$ cat config.mk
export PLATFORM = sky130hd
export DESIGN_NAME = bscrc_engine
export DESIGN_NICKNAME = d
export VERILOG_FILES = /design/src/hw/bscrc_pkg.sv /design/src/hw/bscrc_fifo.sv /design/src/hw/bscrc_engine.sv
export SDC_FILE = /design/constraint.sdc
export NUM_CORES = 1
export LEC_CHECK = 0
export BUFFER_PORTS_ARGS = -buffer_cell sky130_fd_sc_hd__buf_4
export CORE_ASPECT_RATIO = 0.8
export CORE_MARGIN = 1.5
export CORE_UTILIZATION = 55
export CTS_CLUSTER_SIZE = 10
export DETAILED_ROUTE_END_ITERATION = 6
export PLACE_DENSITY = 0.83
export SLEW_MARGIN = 20
export SYNTH_ARGS = -nofsm -noshare
export SYNTH_HDL_FRONTEND = slang
export SYNTH_HIERARCHICAL = 1
export SYNTH_SLANG_ARGS = --single-unit
export TNS_END_PERCENT = 30
$ cat constraint.sdc
create_clock -name core_clk_i -period 4.4 [get_ports core_clk_i]
set_clock_uncertainty 0.2 [all_clocks]
set_input_delay 0.88 -clock core_clk_i [delete_from_list [all_inputs] [get_ports core_clk_i]]
set_output_delay 0.88 -clock core_clk_i [all_outputs]
set_load 0.05 [all_outputs]
$ cat src/hw/bscrc_pkg.sv
// Package: shared constants and types for the byte serial CRC engine
package bscrc_pkg;
  localparam int          BYTE_W      = 8;
  localparam int          RES_W       = 32;
  localparam int          STEPS       = 8;
  localparam int          FIFO_DEPTH  = 8;
  localparam logic [15:0] POLY16      = 16'h1021;
  localparam logic [31:0] POLY32      = 32'h04C11DB7;
  localparam logic [31:0] INIT_ZERO   = 32'h00000000;
  localparam logic [31:0] INIT_ONES   = 32'hFFFFFFFF;
  localparam logic [1:0]  PTR_RESET   = 2'h0;
  localparam logic [3:0]  CNT_RESET   = 4'h0;
  localparam logic [7:0]  BYTE_RESET  = 8'h00;
  localparam int          MSB16       = 15;
  localparam int          MSB32       = 31;

  typedef enum logic {
    BSCRC_W16,
    BSCRC_W32
  } bscrc_width_e;

  typedef enum logic [1:0] {
    BSCRC_IDLE,
    BSCRC_SHIFT
  } bscrc_state_e;

  // Configuration word that software drives
  typedef struct packed {
    bscrc_width_e width;
    logic         init_ones;
    logic [1:0]   ptr;
  } bscrc_cfg_s;
endpackage

$ cat src/hw/bscrc_fifo.sv
// Synchronous FIFO with valid and ready on both sides
`timescale 1ns/1ps
module bscrc_fifo #(
  parameter int WIDTH = 8,
  parameter int DEPTH = 8
) (
  input  wire logic             clk_i,
  input  wire logic             rst_n_i,
  input  wire logic             in_valid_i,
  output logic                  in_ready_o,
  input  wire logic [WIDTH-1:0] in_data_i,
  output logic                  out_valid_o,
  input  wire logic             out_ready_i,
  output logic      [WIDTH-1:0] out_data_o
);
  localparam int AW = $clog2(DEPTH);

  logic [WIDTH-1:0] mem_q [DEPTH];
  logic [AW-1:0]    wr_q;
  logic [AW-1:0]    wr_d;
  logic [AW-1:0]    rd_q;
  logic [AW-1:0]    rd_d;
  logic [AW:0]      cnt_q;
  logic [AW:0]      cnt_d;
  logic             push;
  logic             pop;

  always_comb begin
    in_ready_o  = (cnt_q != (AW+1)'(DEPTH));
    out_valid_o = (cnt_q != '0);
    out_data_o  = mem_q[rd_q];
    push        = in_valid_i && in_ready_o;
    pop         = out_valid_o && out_ready_i;
    wr_d        = push ? ((wr_q == AW'(DEPTH-1)) ? '0 : wr_q + 1'b1) : wr_q;
    rd_d        = pop ? ((rd_q == AW'(DEPTH-1)) ? '0 : rd_q + 1'b1) : rd_q;
    cnt_d       = cnt_q + (AW+1)'(push) - (AW+1)'(pop);
  end

  always_ff @(posedge clk_i or negedge rst_n_i) begin
    if (!rst_n_i) begin
      wr_q  <= '0;
      rd_q  <= '0;
      cnt_q <= '0;
    end else begin
      wr_q  <= wr_d;
      rd_q  <= rd_d;
      cnt_q <= cnt_d;
    end
  end

  always_ff @(posedge clk_i) begin
    if (push) begin
      mem_q[wr_q] <= in_data_i;
    end
  end

  a_fifo_no_overflow: assert property (@(posedge clk_i) disable iff (!rst_n_i)
    cnt_q <= (AW+1)'(DEPTH))
    else $error("FIFO count beyond depth");
endmodule

$ cat src/hw/bscrc_engine.sv
// Byte serial CRC engine with input FIFO, result pointer and bit reverser
`timescale 1ns/1ps
module bscrc_engine (
  input  wire logic                  core_clk_i,
  input  wire logic                  rst_n_i,
  input  wire bscrc_pkg::bscrc_cfg_s cfg_i,
  input  wire logic                  init_i,
  input  wire logic                  byte_valid_i,
  input  wire logic [7:0]            crc_input_byte_i,
  output logic                       byte_ready_o,
  output logic                       busy_o,
  output logic [7:0]                 result_byte_data_o,
  input  wire logic                  rev_wr_i,
  input  wire logic [7:0]            rev_byte_i,
  output logic [7:0]                 rev_byte_o
);
  logic                     rst_meta_q;
  logic                     rst_sync_n_q;
  logic                     f_valid;
  logic                     f_ready;
  logic [7:0]               f_data;
  logic                     in_ready;
  bscrc_pkg::bscrc_state_e  state_q;
  bscrc_pkg::bscrc_state_e  state_d;
  logic [31:0]              crc_q;
  logic [31:0]              crc_d;
  logic [3:0]               cnt_q;
  logic [3:0]               cnt_d;
  logic [7:0]               rd_q;
  logic [7:0]               rd_d;
  logic [7:0]               rev_q;
  logic [7:0]               rev_d;
  logic                     ready_q;
  logic                     busy_q;
  logic                     busy_d;
  logic                     msb;
  logic [31:0]              shifted;
  logic [31:0]              poly;

  always_ff @(posedge core_clk_i or negedge rst_n_i) begin
    if (!rst_n_i) begin
      rst_meta_q   <= 1'b0;
      rst_sync_n_q <= 1'b0;
    end else begin
      rst_meta_q   <= 1'b1;
      rst_sync_n_q <= rst_meta_q;
    end
  end

  bscrc_fifo #(
    .WIDTH (bscrc_pkg::BYTE_W),
    .DEPTH (bscrc_pkg::FIFO_DEPTH)
  ) u_fifo (
    .clk_i       (core_clk_i),
    .rst_n_i     (rst_sync_n_q),
    .in_valid_i  (byte_valid_i),
    .in_ready_o  (in_ready),
    .in_data_i   (crc_input_byte_i),
    .out_valid_o (f_valid),
    .out_ready_i (f_ready),
    .out_data_o  (f_data)
  );

  // Engine takes a byte only when idle and not initialising
  assign f_ready = (state_q == bscrc_pkg::BSCRC_IDLE) && !init_i;

  always_comb begin
    // Feedback bit and polynomial follow the width selection
    if (cfg_i.width == bscrc_pkg::BSCRC_W16) begin
      msb  = crc_q[bscrc_pkg::MSB16];
      poly = {16'h0000, bscrc_pkg::POLY16};
    end else begin
      msb  = crc_q[bscrc_pkg::MSB32];
      poly = bscrc_pkg::POLY32;
    end
    shifted = {crc_q[30:0], 1'b0};
    if (cfg_i.width == bscrc_pkg::BSCRC_W16) begin
      shifted[31:16] = 16'h0000;
    end
    state_d = state_q;
    crc_d   = crc_q;
    cnt_d   = cnt_q;
    if (init_i) begin
      crc_d   = cfg_i.init_ones ? bscrc_pkg::INIT_ONES
                                : bscrc_pkg::INIT_ZERO;
      if (cfg_i.width == bscrc_pkg::BSCRC_W16) begin
        crc_d[31:16] = 16'h0000;
      end
      state_d = bscrc_pkg::BSCRC_IDLE;
      cnt_d   = bscrc_pkg::CNT_RESET;
    end else begin
      unique case (state_q)
        bscrc_pkg::BSCRC_IDLE: begin
          if (f_valid) begin
            if (cfg_i.width == bscrc_pkg::BSCRC_W16) begin
              crc_d[15:8] = crc_q[15:8] ^ f_data;
            end else begin
              crc_d[31:24] = crc_q[31:24] ^ f_data;
            end
            cnt_d   = bscrc_pkg::CNT_RESET;
            state_d = bscrc_pkg::BSCRC_SHIFT;
          end
        end
        bscrc_pkg::BSCRC_SHIFT: begin
          if (msb) begin
            crc_d = shifted ^ poly;
          end else begin
            crc_d = shifted;
          end
          cnt_d = cnt_q + 4'h1;
          if (cnt_q == 4'(bscrc_pkg::STEPS - 1)) begin
            state_d = bscrc_pkg::BSCRC_IDLE;
          end
        end
        default: begin
          state_d = bscrc_pkg::BSCRC_IDLE;
        end
      endcase
    end
    // Pointer picks one result byte for reading
    rd_d  = crc_d[8*cfg_i.ptr +: 8];
    rev_d = rev_q;
    if (rev_wr_i) begin
      for (int i = 0; i < 8; i++) begin
        rev_d[i] = rev_byte_i[7-i];
      end
    end
    busy_d = (state_d == bscrc_pkg::BSCRC_SHIFT) || f_valid;
  end

  always_ff @(posedge core_clk_i or negedge rst_sync_n_q) begin
    if (!rst_sync_n_q) begin
      state_q <= bscrc_pkg::BSCRC_IDLE;
      crc_q   <= bscrc_pkg::INIT_ZERO;
      cnt_q   <= bscrc_pkg::CNT_RESET;
      rd_q    <= bscrc_pkg::BYTE_RESET;
      rev_q   <= bscrc_pkg::BYTE_RESET;
      ready_q <= 1'b0;
      busy_q  <= 1'b0;
    end else begin
      state_q <= state_d;
      crc_q   <= crc_d;
      cnt_q   <= cnt_d;
      rd_q    <= rd_d;
      rev_q   <= rev_d;
      ready_q <= in_ready;
      busy_q  <= busy_d;
    end
  end

  assign byte_ready_o       = ready_q;
  assign busy_o             = busy_q;
  assign result_byte_data_o = rd_q;
  assign rev_byte_o         = rev_q;

  a_shift_eight_steps: assert property (@(posedge core_clk_i)
    disable iff (!rst_sync_n_q)
    (state_q == bscrc_pkg::BSCRC_IDLE && f_valid && !init_i) |=>
      (state_q == bscrc_pkg::BSCRC_SHIFT && !init_i) [*8] ##1
      (init_i || state_q == bscrc_pkg::BSCRC_IDLE))
    else $error("Byte update did not take eight steps");

  a_shift_with_poly: assert property (@(posedge core_clk_i)
    disable iff (!rst_sync_n_q)
    (state_q == bscrc_pkg::BSCRC_SHIFT && !init_i && msb) |=>
      crc_q == (($past(cfg_i.width) == bscrc_pkg::BSCRC_W32) ?
        ({$past(crc_q[30:0]), 1'b0} ^ bscrc_pkg::POLY32) :
        {16'h0000, {$past(crc_q[14:0]), 1'b0} ^ bscrc_pkg::POLY16}))
    else $error("Feedback step missed the polynomial");

  a_shift_no_poly: assert property (@(posedge core_clk_i)
    disable iff (!rst_sync_n_q)
    (state_q == bscrc_pkg::BSCRC_SHIFT && !init_i && !msb) |=>
      crc_q == (($past(cfg_i.width) == bscrc_pkg::BSCRC_W32) ?
        {$past(crc_q[30:0]), 1'b0} :
        {16'h0000, $past(crc_q[14:0]), 1'b0}))
    else $error("Plain step applied the polynomial");

  a_xor_top_byte: assert property (@(posedge core_clk_i)
    disable iff (!rst_sync_n_q)
    (state_q == bscrc_pkg::BSCRC_IDLE && f_valid && !init_i &&
     cfg_i.width == bscrc_pkg::BSCRC_W32) |=>
      crc_q[31:24] == ($past(crc_q[31:24]) ^ $past(f_data)))
    else $error("Input byte not folded into top bits");

  a_init_value: assert property (@(posedge core_clk_i)
    disable iff (!rst_sync_n_q)
    init_i |=>
      crc_q == (!$past(cfg_i.init_ones) ? bscrc_pkg::INIT_ZERO :
        ($past(cfg_i.width) == bscrc_pkg::BSCRC_W32) ?
          bscrc_pkg::INIT_ONES :
          {16'h0000, bscrc_pkg::INIT_ONES[15:0]}))
    else $error("Initial value not loaded");

  a_poly16_value: assert property (@(posedge core_clk_i)
    disable iff (!rst_sync_n_q)
    (cfg_i.width == bscrc_pkg::BSCRC_W16) |->
      poly == 32'h00001021)
    else $error("Wrong 16-bit polynomial");

  a_width16_upper: assert property (@(posedge core_clk_i)
    disable iff (!rst_sync_n_q)
    (cfg_i.width == bscrc_pkg::BSCRC_W16 && $stable(cfg_i.width)) |=>
      crc_q[31:16] == 16'h0000 ||
      $past(cfg_i.width) != bscrc_pkg::BSCRC_W16)
    else $error("Upper half set in 16-bit mode");

  a_ptr_select: assert property (@(posedge core_clk_i)
    disable iff (!rst_sync_n_q)
    1'b1 |=> rd_q == 8'(crc_q >> (8 * $past(cfg_i.ptr))))
    else $error("Result byte does not follow pointer");

  a_rev_mirror: assert property (@(posedge core_clk_i)
    disable iff (!rst_sync_n_q)
    rev_wr_i |=> {rev_q[0], rev_q[1], rev_q[2], rev_q[3],
                  rev_q[4], rev_q[5], rev_q[6], rev_q[7]} ==
                 $past(rev_byte_i))
    else $error("Reversed byte is wrong");

  c_byte_16: cover property (@(posedge core_clk_i)
    state_q == bscrc_pkg::BSCRC_SHIFT &&
    cfg_i.width == bscrc_pkg::BSCRC_W16);
  c_byte_32: cover property (@(posedge core_clk_i)
    state_q == bscrc_pkg::BSCRC_SHIFT &&
    cfg_i.width == bscrc_pkg::BSCRC_W32);
  c_fifo_full: cover property (@(posedge core_clk_i) !in_ready);
  c_reverse: cover property (@(posedge core_clk_i) rev_wr_i);
endmodule

# Word-level counts from Yosys, hierarchy flattened
# Memories as Yosys holds them, arrays and structs flattened.
# Cells that the tools add are included.
dict set report totals {
  n_memories 1
  ff_bits 68
  wordCells 64
  ram_bits 64
}
# memory depth width rd rd_clocked_by_memory_dff write_ports line
set mem_list {}
lappend mem_list {u_fifo.mem_q 8 8 1 0 1 bscrc_fifo.sv:18} ;# logic [WIDTH-1:0] mem_q [DEPTH];
dict set report op_classes {
  n_reduce_logical 9
  add_sub_neg 5
  n_eq_ne 7
  n_shift 1
  n_mux 26
  bitwise_logic 3
}
# operator count
set op_table {}
lappend op_table {{2-to-1 mux 32 bit} 3}
lappend op_table {{2-to-1 mux 8 bit} 6}
lappend op_table {{2-to-1 mux 16 bit} 2}
lappend op_table {{one-hot mux 8 bit (2 select lines)} 2}
lappend op_table {{variable part select 32 x 6 -> 8 bit} 1}
lappend op_table {{bitwise XOR 32 bit} 1}
lappend op_table {{2-to-1 mux 27 bit} 1}
lappend op_table {{bitwise XOR 8 bit} 2}
lappend op_table {{2-to-1 mux 4 bit} 2}
lappend op_table {{one-hot mux 4 bit (2 select lines)} 1}
lappend op_table {{adder 3 x 1 -> 3 bit, second input constant} 2}
lappend op_table {{== test 3 bit, second input constant} 2}
lappend op_table {{2-to-1 mux 2 bit} 3}
lappend op_table {{2-to-1 mux 3 bit} 2}
lappend op_table {{adder 4 x 1 -> 4 bit} 1}
lappend op_table {{adder 4 x 1 -> 4 bit, second input constant} 1}
lappend op_table {{== test 2 x 1 -> 1 bit, second input constant} 2}
lappend op_table {{== test 4 x 3 -> 1 bit, second input constant} 1}
lappend op_table {{inequality test 4 bit, second input constant} 1}
lappend op_table {{one-hot mux 2 bit (2 select lines)} 1}
lappend op_table {{nonzero test 4 bit} 1}
lappend op_table {{subtractor 4 x 1 -> 4 bit} 1}
lappend op_table {{logical AND 1 bit} 3}
lappend op_table {{2-to-1 mux 1 bit} 3}
lappend op_table {{6 further kinds} 6}

# Depth between registers and ports, before layout
# An unclocked memory read counts as a cell.
dict set report logic_depth {
  depth_word 7
  ltp_mapped 12
  ltp_nobuf 11
}

# Modules after synthesis
# The synthesis kept the hierarchy.
# mod cells_each n_inst area_each_um2
set modules_own_cells {}
lappend modules_own_cells {bscrc_engine 306 1 3110.5}
lappend modules_own_cells {bscrc_fifo 149 1 3091.7}

# Worst setup path after synthesis
# No wires, ideal clock.
dict set report synth_path {
  kind {input to register}
  startpoint {input init_i}
  endpoint {register u_fifo.cnt_q[2]}
  path_stages 11
  t_arrival_ns 2.491
  slack_ns 1.586
  t_required_ns 4.077
  path_cell_list {buf_2 inv_2 nand2_1 inv_1 nand2_1 inv_1 ha_1 inv_1 ha_1 fa_1 xor2_1}
}
dict set report synth_via {
  elab_chain_len 4
}
# item line
set synth_lines {}
lappend synth_lines {{start, declared} bscrc_engine.sv:7} ;# input wire logic init_i,
lappend synth_lines {{zero test 1 bit} bscrc_engine.sv:65} ;# assign f_ready = (state_q == bscrc_pkg::BSCRC_IDLE) && !init_i;
lappend synth_lines {{logical AND 1 bit} bscrc_engine.sv:65}
lappend synth_lines {{net f_ready} bscrc_engine.sv:20} ;# logic f_ready;
lappend synth_lines {{logical AND 1 bit} bscrc_fifo.sv:33} ;# pop = out_valid_o && out_ready_i;
lappend synth_lines {{net u_fifo.pop} bscrc_fifo.sv:26} ;# logic pop;
lappend synth_lines {{subtractor 4 x 1 -> 4 bit} bscrc_fifo.sv:36} ;# cnt_d = cnt_q + (AW+1)'(push) - (AW+1)'(pop);
lappend synth_lines {{net u_fifo.cnt_d[2]} bscrc_fifo.sv:24} ;# logic [AW:0] cnt_d;
lappend synth_lines {{end signal, assigned} bscrc_fifo.sv:47} ;# cnt_q <= cnt_d;
lappend synth_lines {{end, declared} bscrc_fifo.sv:23} ;# logic [AW:0] cnt_q;
# The timed path passes the listed nets, and every way through them passes these cells.
# A chain may end at the register's enable or synchronous reset.

# Worst setup path after layout
dict set report layout_path {
  startpoint {register u_fifo.rd_q[0]}
  endpoint {register rd_q[3] (netlist: result_byte_data_o[3])}
}
dict set report layout_via {
  elab_chain_len 7
  word_cells_on_any_way 11
  cone_classes {shift (1); mux (7); bitwise (2); memory (1)}
}
# item line
set layout_lines {}
lappend layout_lines {{start, declared} bscrc_fifo.sv:21} ;# logic [AW-1:0] rd_q;
lappend layout_lines {{start signal, assigned} bscrc_fifo.sv:46} ;# rd_q <= rd_d;
lappend layout_lines {{memory (8 x 8 bit)} n/a}
lappend layout_lines {{net f_data[3]} bscrc_engine.sv:21} ;# logic [7:0] f_data;
lappend layout_lines {{bitwise XOR 8 bit} bscrc_engine.sv:96} ;# crc_d[15:8] = crc_q[15:8] ^ f_data;
lappend layout_lines {{2-to-1 mux 8 bit} bscrc_engine.sv:95} ;# if (cfg_i.width == bscrc_pkg::BSCRC_W16) begin
lappend layout_lines {{2-to-1 mux 8 bit} bscrc_engine.sv:94} ;# if (f_valid) begin
lappend layout_lines {{one-hot mux 8 bit (2 select lines)} bscrc_engine.sv:92} ;# unique case (state_q)
lappend layout_lines {{2-to-1 mux 32 bit} bscrc_engine.sv:83} ;# if (init_i) begin
lappend layout_lines {{net crc_d[11]} bscrc_engine.sv:26} ;# logic [31:0] crc_d;
lappend layout_lines {{variable part select 32 x 6 -> 8 bit} bscrc_engine.sv:121} ;# rd_d = crc_d[8*cfg_i.ptr +: 8];
lappend layout_lines {{net rd_d[3]} bscrc_engine.sv:30} ;# logic [7:0] rd_d;
lappend layout_lines {{end signal, assigned} bscrc_engine.sv:136} ;# rd_q <= bscrc_pkg::BYTE_RESET;
lappend layout_lines {{end signal, assigned} bscrc_engine.sv:144} ;# rd_q <= rd_d;
lappend layout_lines {{end, declared} bscrc_engine.sv:29} ;# logic [7:0] rd_q;
# The timed path passes the listed nets, and every way through them passes these cells.

==> results.sh <==
export IMPL_synth_area_per_cell_um2=13.6
export IMPL_fp_dieH_um=98.0
export IMPL_power_density_mw_per_mm2=603
export IMPL_required_ps=4490
export IMPL_diodes=0
export IMPL_fin_cells=653
export IMPL_stdcell_area_mm2=0.00720
export IMPL_finalHoldViolations=0
export IMPL_core_mm2=0.0109
export IMPL_fin_crit_ps=3310
export IMPL_grt_start_max_net_pins=40
export IMPL_power_mw=4.34
export IMPL_grtUsageMet3=0.0789
export IMPL_grt_usage=0.250
export IMPL_slew_viol_final=0
export IMPL_drtPass1Iterations=5
export IMPL_vias=4053
export IMPL_place_gp_congestion=0.907
export IMPL_crit_buf_inv=1
export IMPL_cp_start_kind="flip-flop"
export IMPL_routed_wirelength_mm=13.6
export IMPL_pre_cts_ws_ps=1170
export IMPL_cts_tree="yes"
export IMPL_critPathMaxStageDelay_ps=630
export IMPL_yosysWarnings=6
export IMPL_finalCritPeriodShare=0.751
export IMPL_synth_top_family_by_area="multiplexers"
export IMPL_cts_made_buffers=17
export IMPL_post_drt_wl_per_cell_um=20.9
export IMPL_top_usage_layer="met2"
export IMPL_grt_pass1_wl_mm=21.7
export IMPL_fin_nets=533
export IMPL_layout_drive_gt1_share=0.250
export IMPL_grt_use_met1=0.319
export IMPL_rsz0062_at_grt="no"
export IMPL_timing_fmax_ghz=0.302
export IMPL_cap_violations=0
export IMPL_cp_cell_sequence="buf_4 > mux4_1 > mux2_4 > nand3b_1 > xor2_1 > o21ai_0 > a221o_1 > mux4_2"
export IMPL_antenna_found_initial=0
export IMPL_ant_nets=0
export IMPL_placed_cell_area_mm2=0.00659
export IMPL_synth_edf_count=64
export IMPL_synthXorXnorAreaFrac=0.0325
export IMPL_insertion_delay_ps=420
export IMPL_final_util=0.659
export IMPL_ir_drop_uv=427
export IMPL_synthSimpleGateAreaFrac=0.104
export IMPL_run_status="finished, final reports clean"
export IMPL_syn_nets=492
export IMPL_grt_pass1_vias=4163
export IMPL_drt_first_iter_violations=295
export IMPL_cp_slowest_cell="dfrtp_1"
export IMPL_worst_setup_path_end_kind="flip-flop"
export IMPL_pin_count=43
export IMPL_hold_path_class="in2async"
export IMPL_worstPathArrival_ps=3400
export IMPL_htree_levels=4
export IMPL_worst_pin_slew_ps=946
export IMPL_p_leak_nw=2.93
export IMPL_synth_main_ff_cell="dfrtp_1"
export IMPL_start_util=0.567
export IMPL_dp_cells=621
export IMPL_crit_path_max_fanout=10
export IMPL_synth_ff_latch_count=132
export IMPL_port_buffers=42
export IMPL_use_met2=0.400
export IMPL_dp_hpwl_mm=8.65
export IMPL_drc=0
export IMPL_die_area_mm2=0.0119
export IMPL_vias_per_cell=6.21
export IMPL_synth_compound_area_frac=0.0811
export IMPL_cts_setup_buffers=0
export IMPL_area_delta_synth_final_pct=16.2
export IMPL_grt_ovfl_total=0
export IMPL_setup_viol=0
export IMPL_clock_sinks=132
export IMPL_cts_repair_resized=0
export IMPL_cts_path_max_buffers=2
export IMPL_synth_cells=455
export IMPL_path_class="reg2reg"
export IMPL_ys_seq_area_frac=0.584
export IMPL_finalSetupTns_ps=0
export IMPL_die_width_um=122
export IMPL_cts_root_buffer="clkbuf_16"
export IMPL_syn_cell_area_mm2=0.00620
export IMPL_yosys_cell_types_count=65
export IMPL_critPathTopFamily="multiplexers"
export IMPL_maxSlewHeadroom=0.367
export IMPL_synth_mux_area_frac=0.135
export IMPL_ctsHoldBuffers=0
export IMPL_postSynth_asyncResetShare=0.515
export IMPL_fin_hold_ws_ps=30.7
export IMPL_synthAdderAreaFrac=0.0254
export IMPL_fin_ws_ps=1090
export IMPL_clkTransAtPathRegs_ps=60
export IMPL_row_count=34
sequential cells by signal (all words and copies together) (netlist names), 2 cells and up:
register and cells:
u_fifo/wr_q 3, u_fifo/mem_q 64, u_fifo/cnt_q 4, u_fifo/rd_q 3
cnt_q 4, crc_q 32, result_byte_data_o 8, state_q 2
rev_byte_o 8
path summary, 6_finish.rpt:
kind / startpoint / endpoint / slack [ps] / cells past startpoint
worst max-delay path: u_fifo/rd_q[0] / result_byte_data_o[3] / 1090 / 8
worst min-delay path: rst_n_i / rst_meta_q / 30 / 1
worst max register to register: u_fifo/rd_q[0] / result_byte_data_o[3] / 1090 / 8
worst min register to register: rst_sync_n_q / byte_ready_o / 130 / 0
max in group asynchronous: rst_sync_n_q / state_q[0] / 2940 / 1
min in group core_clk_i: rst_meta_q / rst_sync_n_q / 160 / 0
placed cells by master (no fill, tap or decap), types with 3 or more instances in the layout:
cell / instances
a21oi_1: 15
a221o_1: 4
a22o_1: 3
a31oi_1: 9
a32oi_1: 3
buf_4: 51
bufinv_16: 3
clkbuf_16: 17
clkbuf_8: 3
clkinv_1: 3
dfrtp_1: 67
edfxtp_1: 64
ha_1: 11
inv_1: 12
mux2_2: 14
mux2_4: 8
mux2i_1: 8
mux4_1: 8
mux4_2: 12
nand2_1: 22
nand2b_1: 5
nand3_1: 18
nand3b_1: 12
nor2_1: 23
nor2b_1: 4
nor3_1: 10
nor3b_1: 5
o21ai_0: 12
o21ai_1: 5
o22ai_1: 4
or2_2: 3
xnor2_1: 9
xor2_1: 14
logic make-up after synthesis:
| logic type | after synthesis |
|---|---|
| AO/OA/AOI/OAI | 75 |
| XOR/XNOR | 23 |
| adder cells (fa/ha/maj) | 12 |
| buffers and inverters | 42 |
| flip-flops | 132 |
| multiplexers | 50 |
| other | 2 |
| AND/OR/NAND/NOR | 119 |
where the power goes:
group	total [mW]	switching, mW	internal (mW)
clock network	1.45	0.518	0.933
logic	1.17	0.596	0.572
registers	1.72	0.209	1.51
per-layer routing:
layer	wire length, um	vias up
met2	6860	205
met5	0	-
met4	358	0
met1	5280	2033
met3	1140	28
li1	-	1787
cell type report:
class / instances / area (um2)
Inverter: 13 / 48.8
Clock buffer: 20 / 467
Tap cell: 144 / 180
Clock inverter: 12 / 149
Timing Repair Buffer: 51 / 383
Fill cell: 755 / 3730
Multi-Input combinational cell: 281 / 2350
Sequential cell: 132 / 3620
synth_stat cells, types with 3 or more instances:
cell type	count	area share
inv_1	12	0.0073
o21ai_1	5	0.0040
nand3_1	18	0.015
mux4_1	8	0.034
nor3b_1	5	0.0061
nor3_1	10	0.0081
xor2_1	14	0.020
a31oi_1	9	0.0091
a22o_1	3	0.0042
o21ai_0	12	0.0097
mux2_4	8	0.019
a221o_1	4	0.0065
mux2_2	14	0.025
dfrtp_1	68	0.27
nand3b_1	12	0.015
a32oi_1	3	0.0042
nand2b_1	5	0.0050
clkbuf_1	5	0.0030
edfxtp_1	64	0.31
buf_4	3	0.0036
nor2b_1	4	0.0040
ha_1	11	0.022
mux2i_1	8	0.013
nor2_1	23	0.014
a21oi_1	15	0.012
mux4_2	12	0.044
o22ai_1	4	0.0040
nand2_1	22	0.013
buf_6	3	0.0054
or2_2	3	0.0030
xnor2_1	9	0.013
buf_2	15	0.012
No activity file was read; power rests on OpenSTA's default activity.
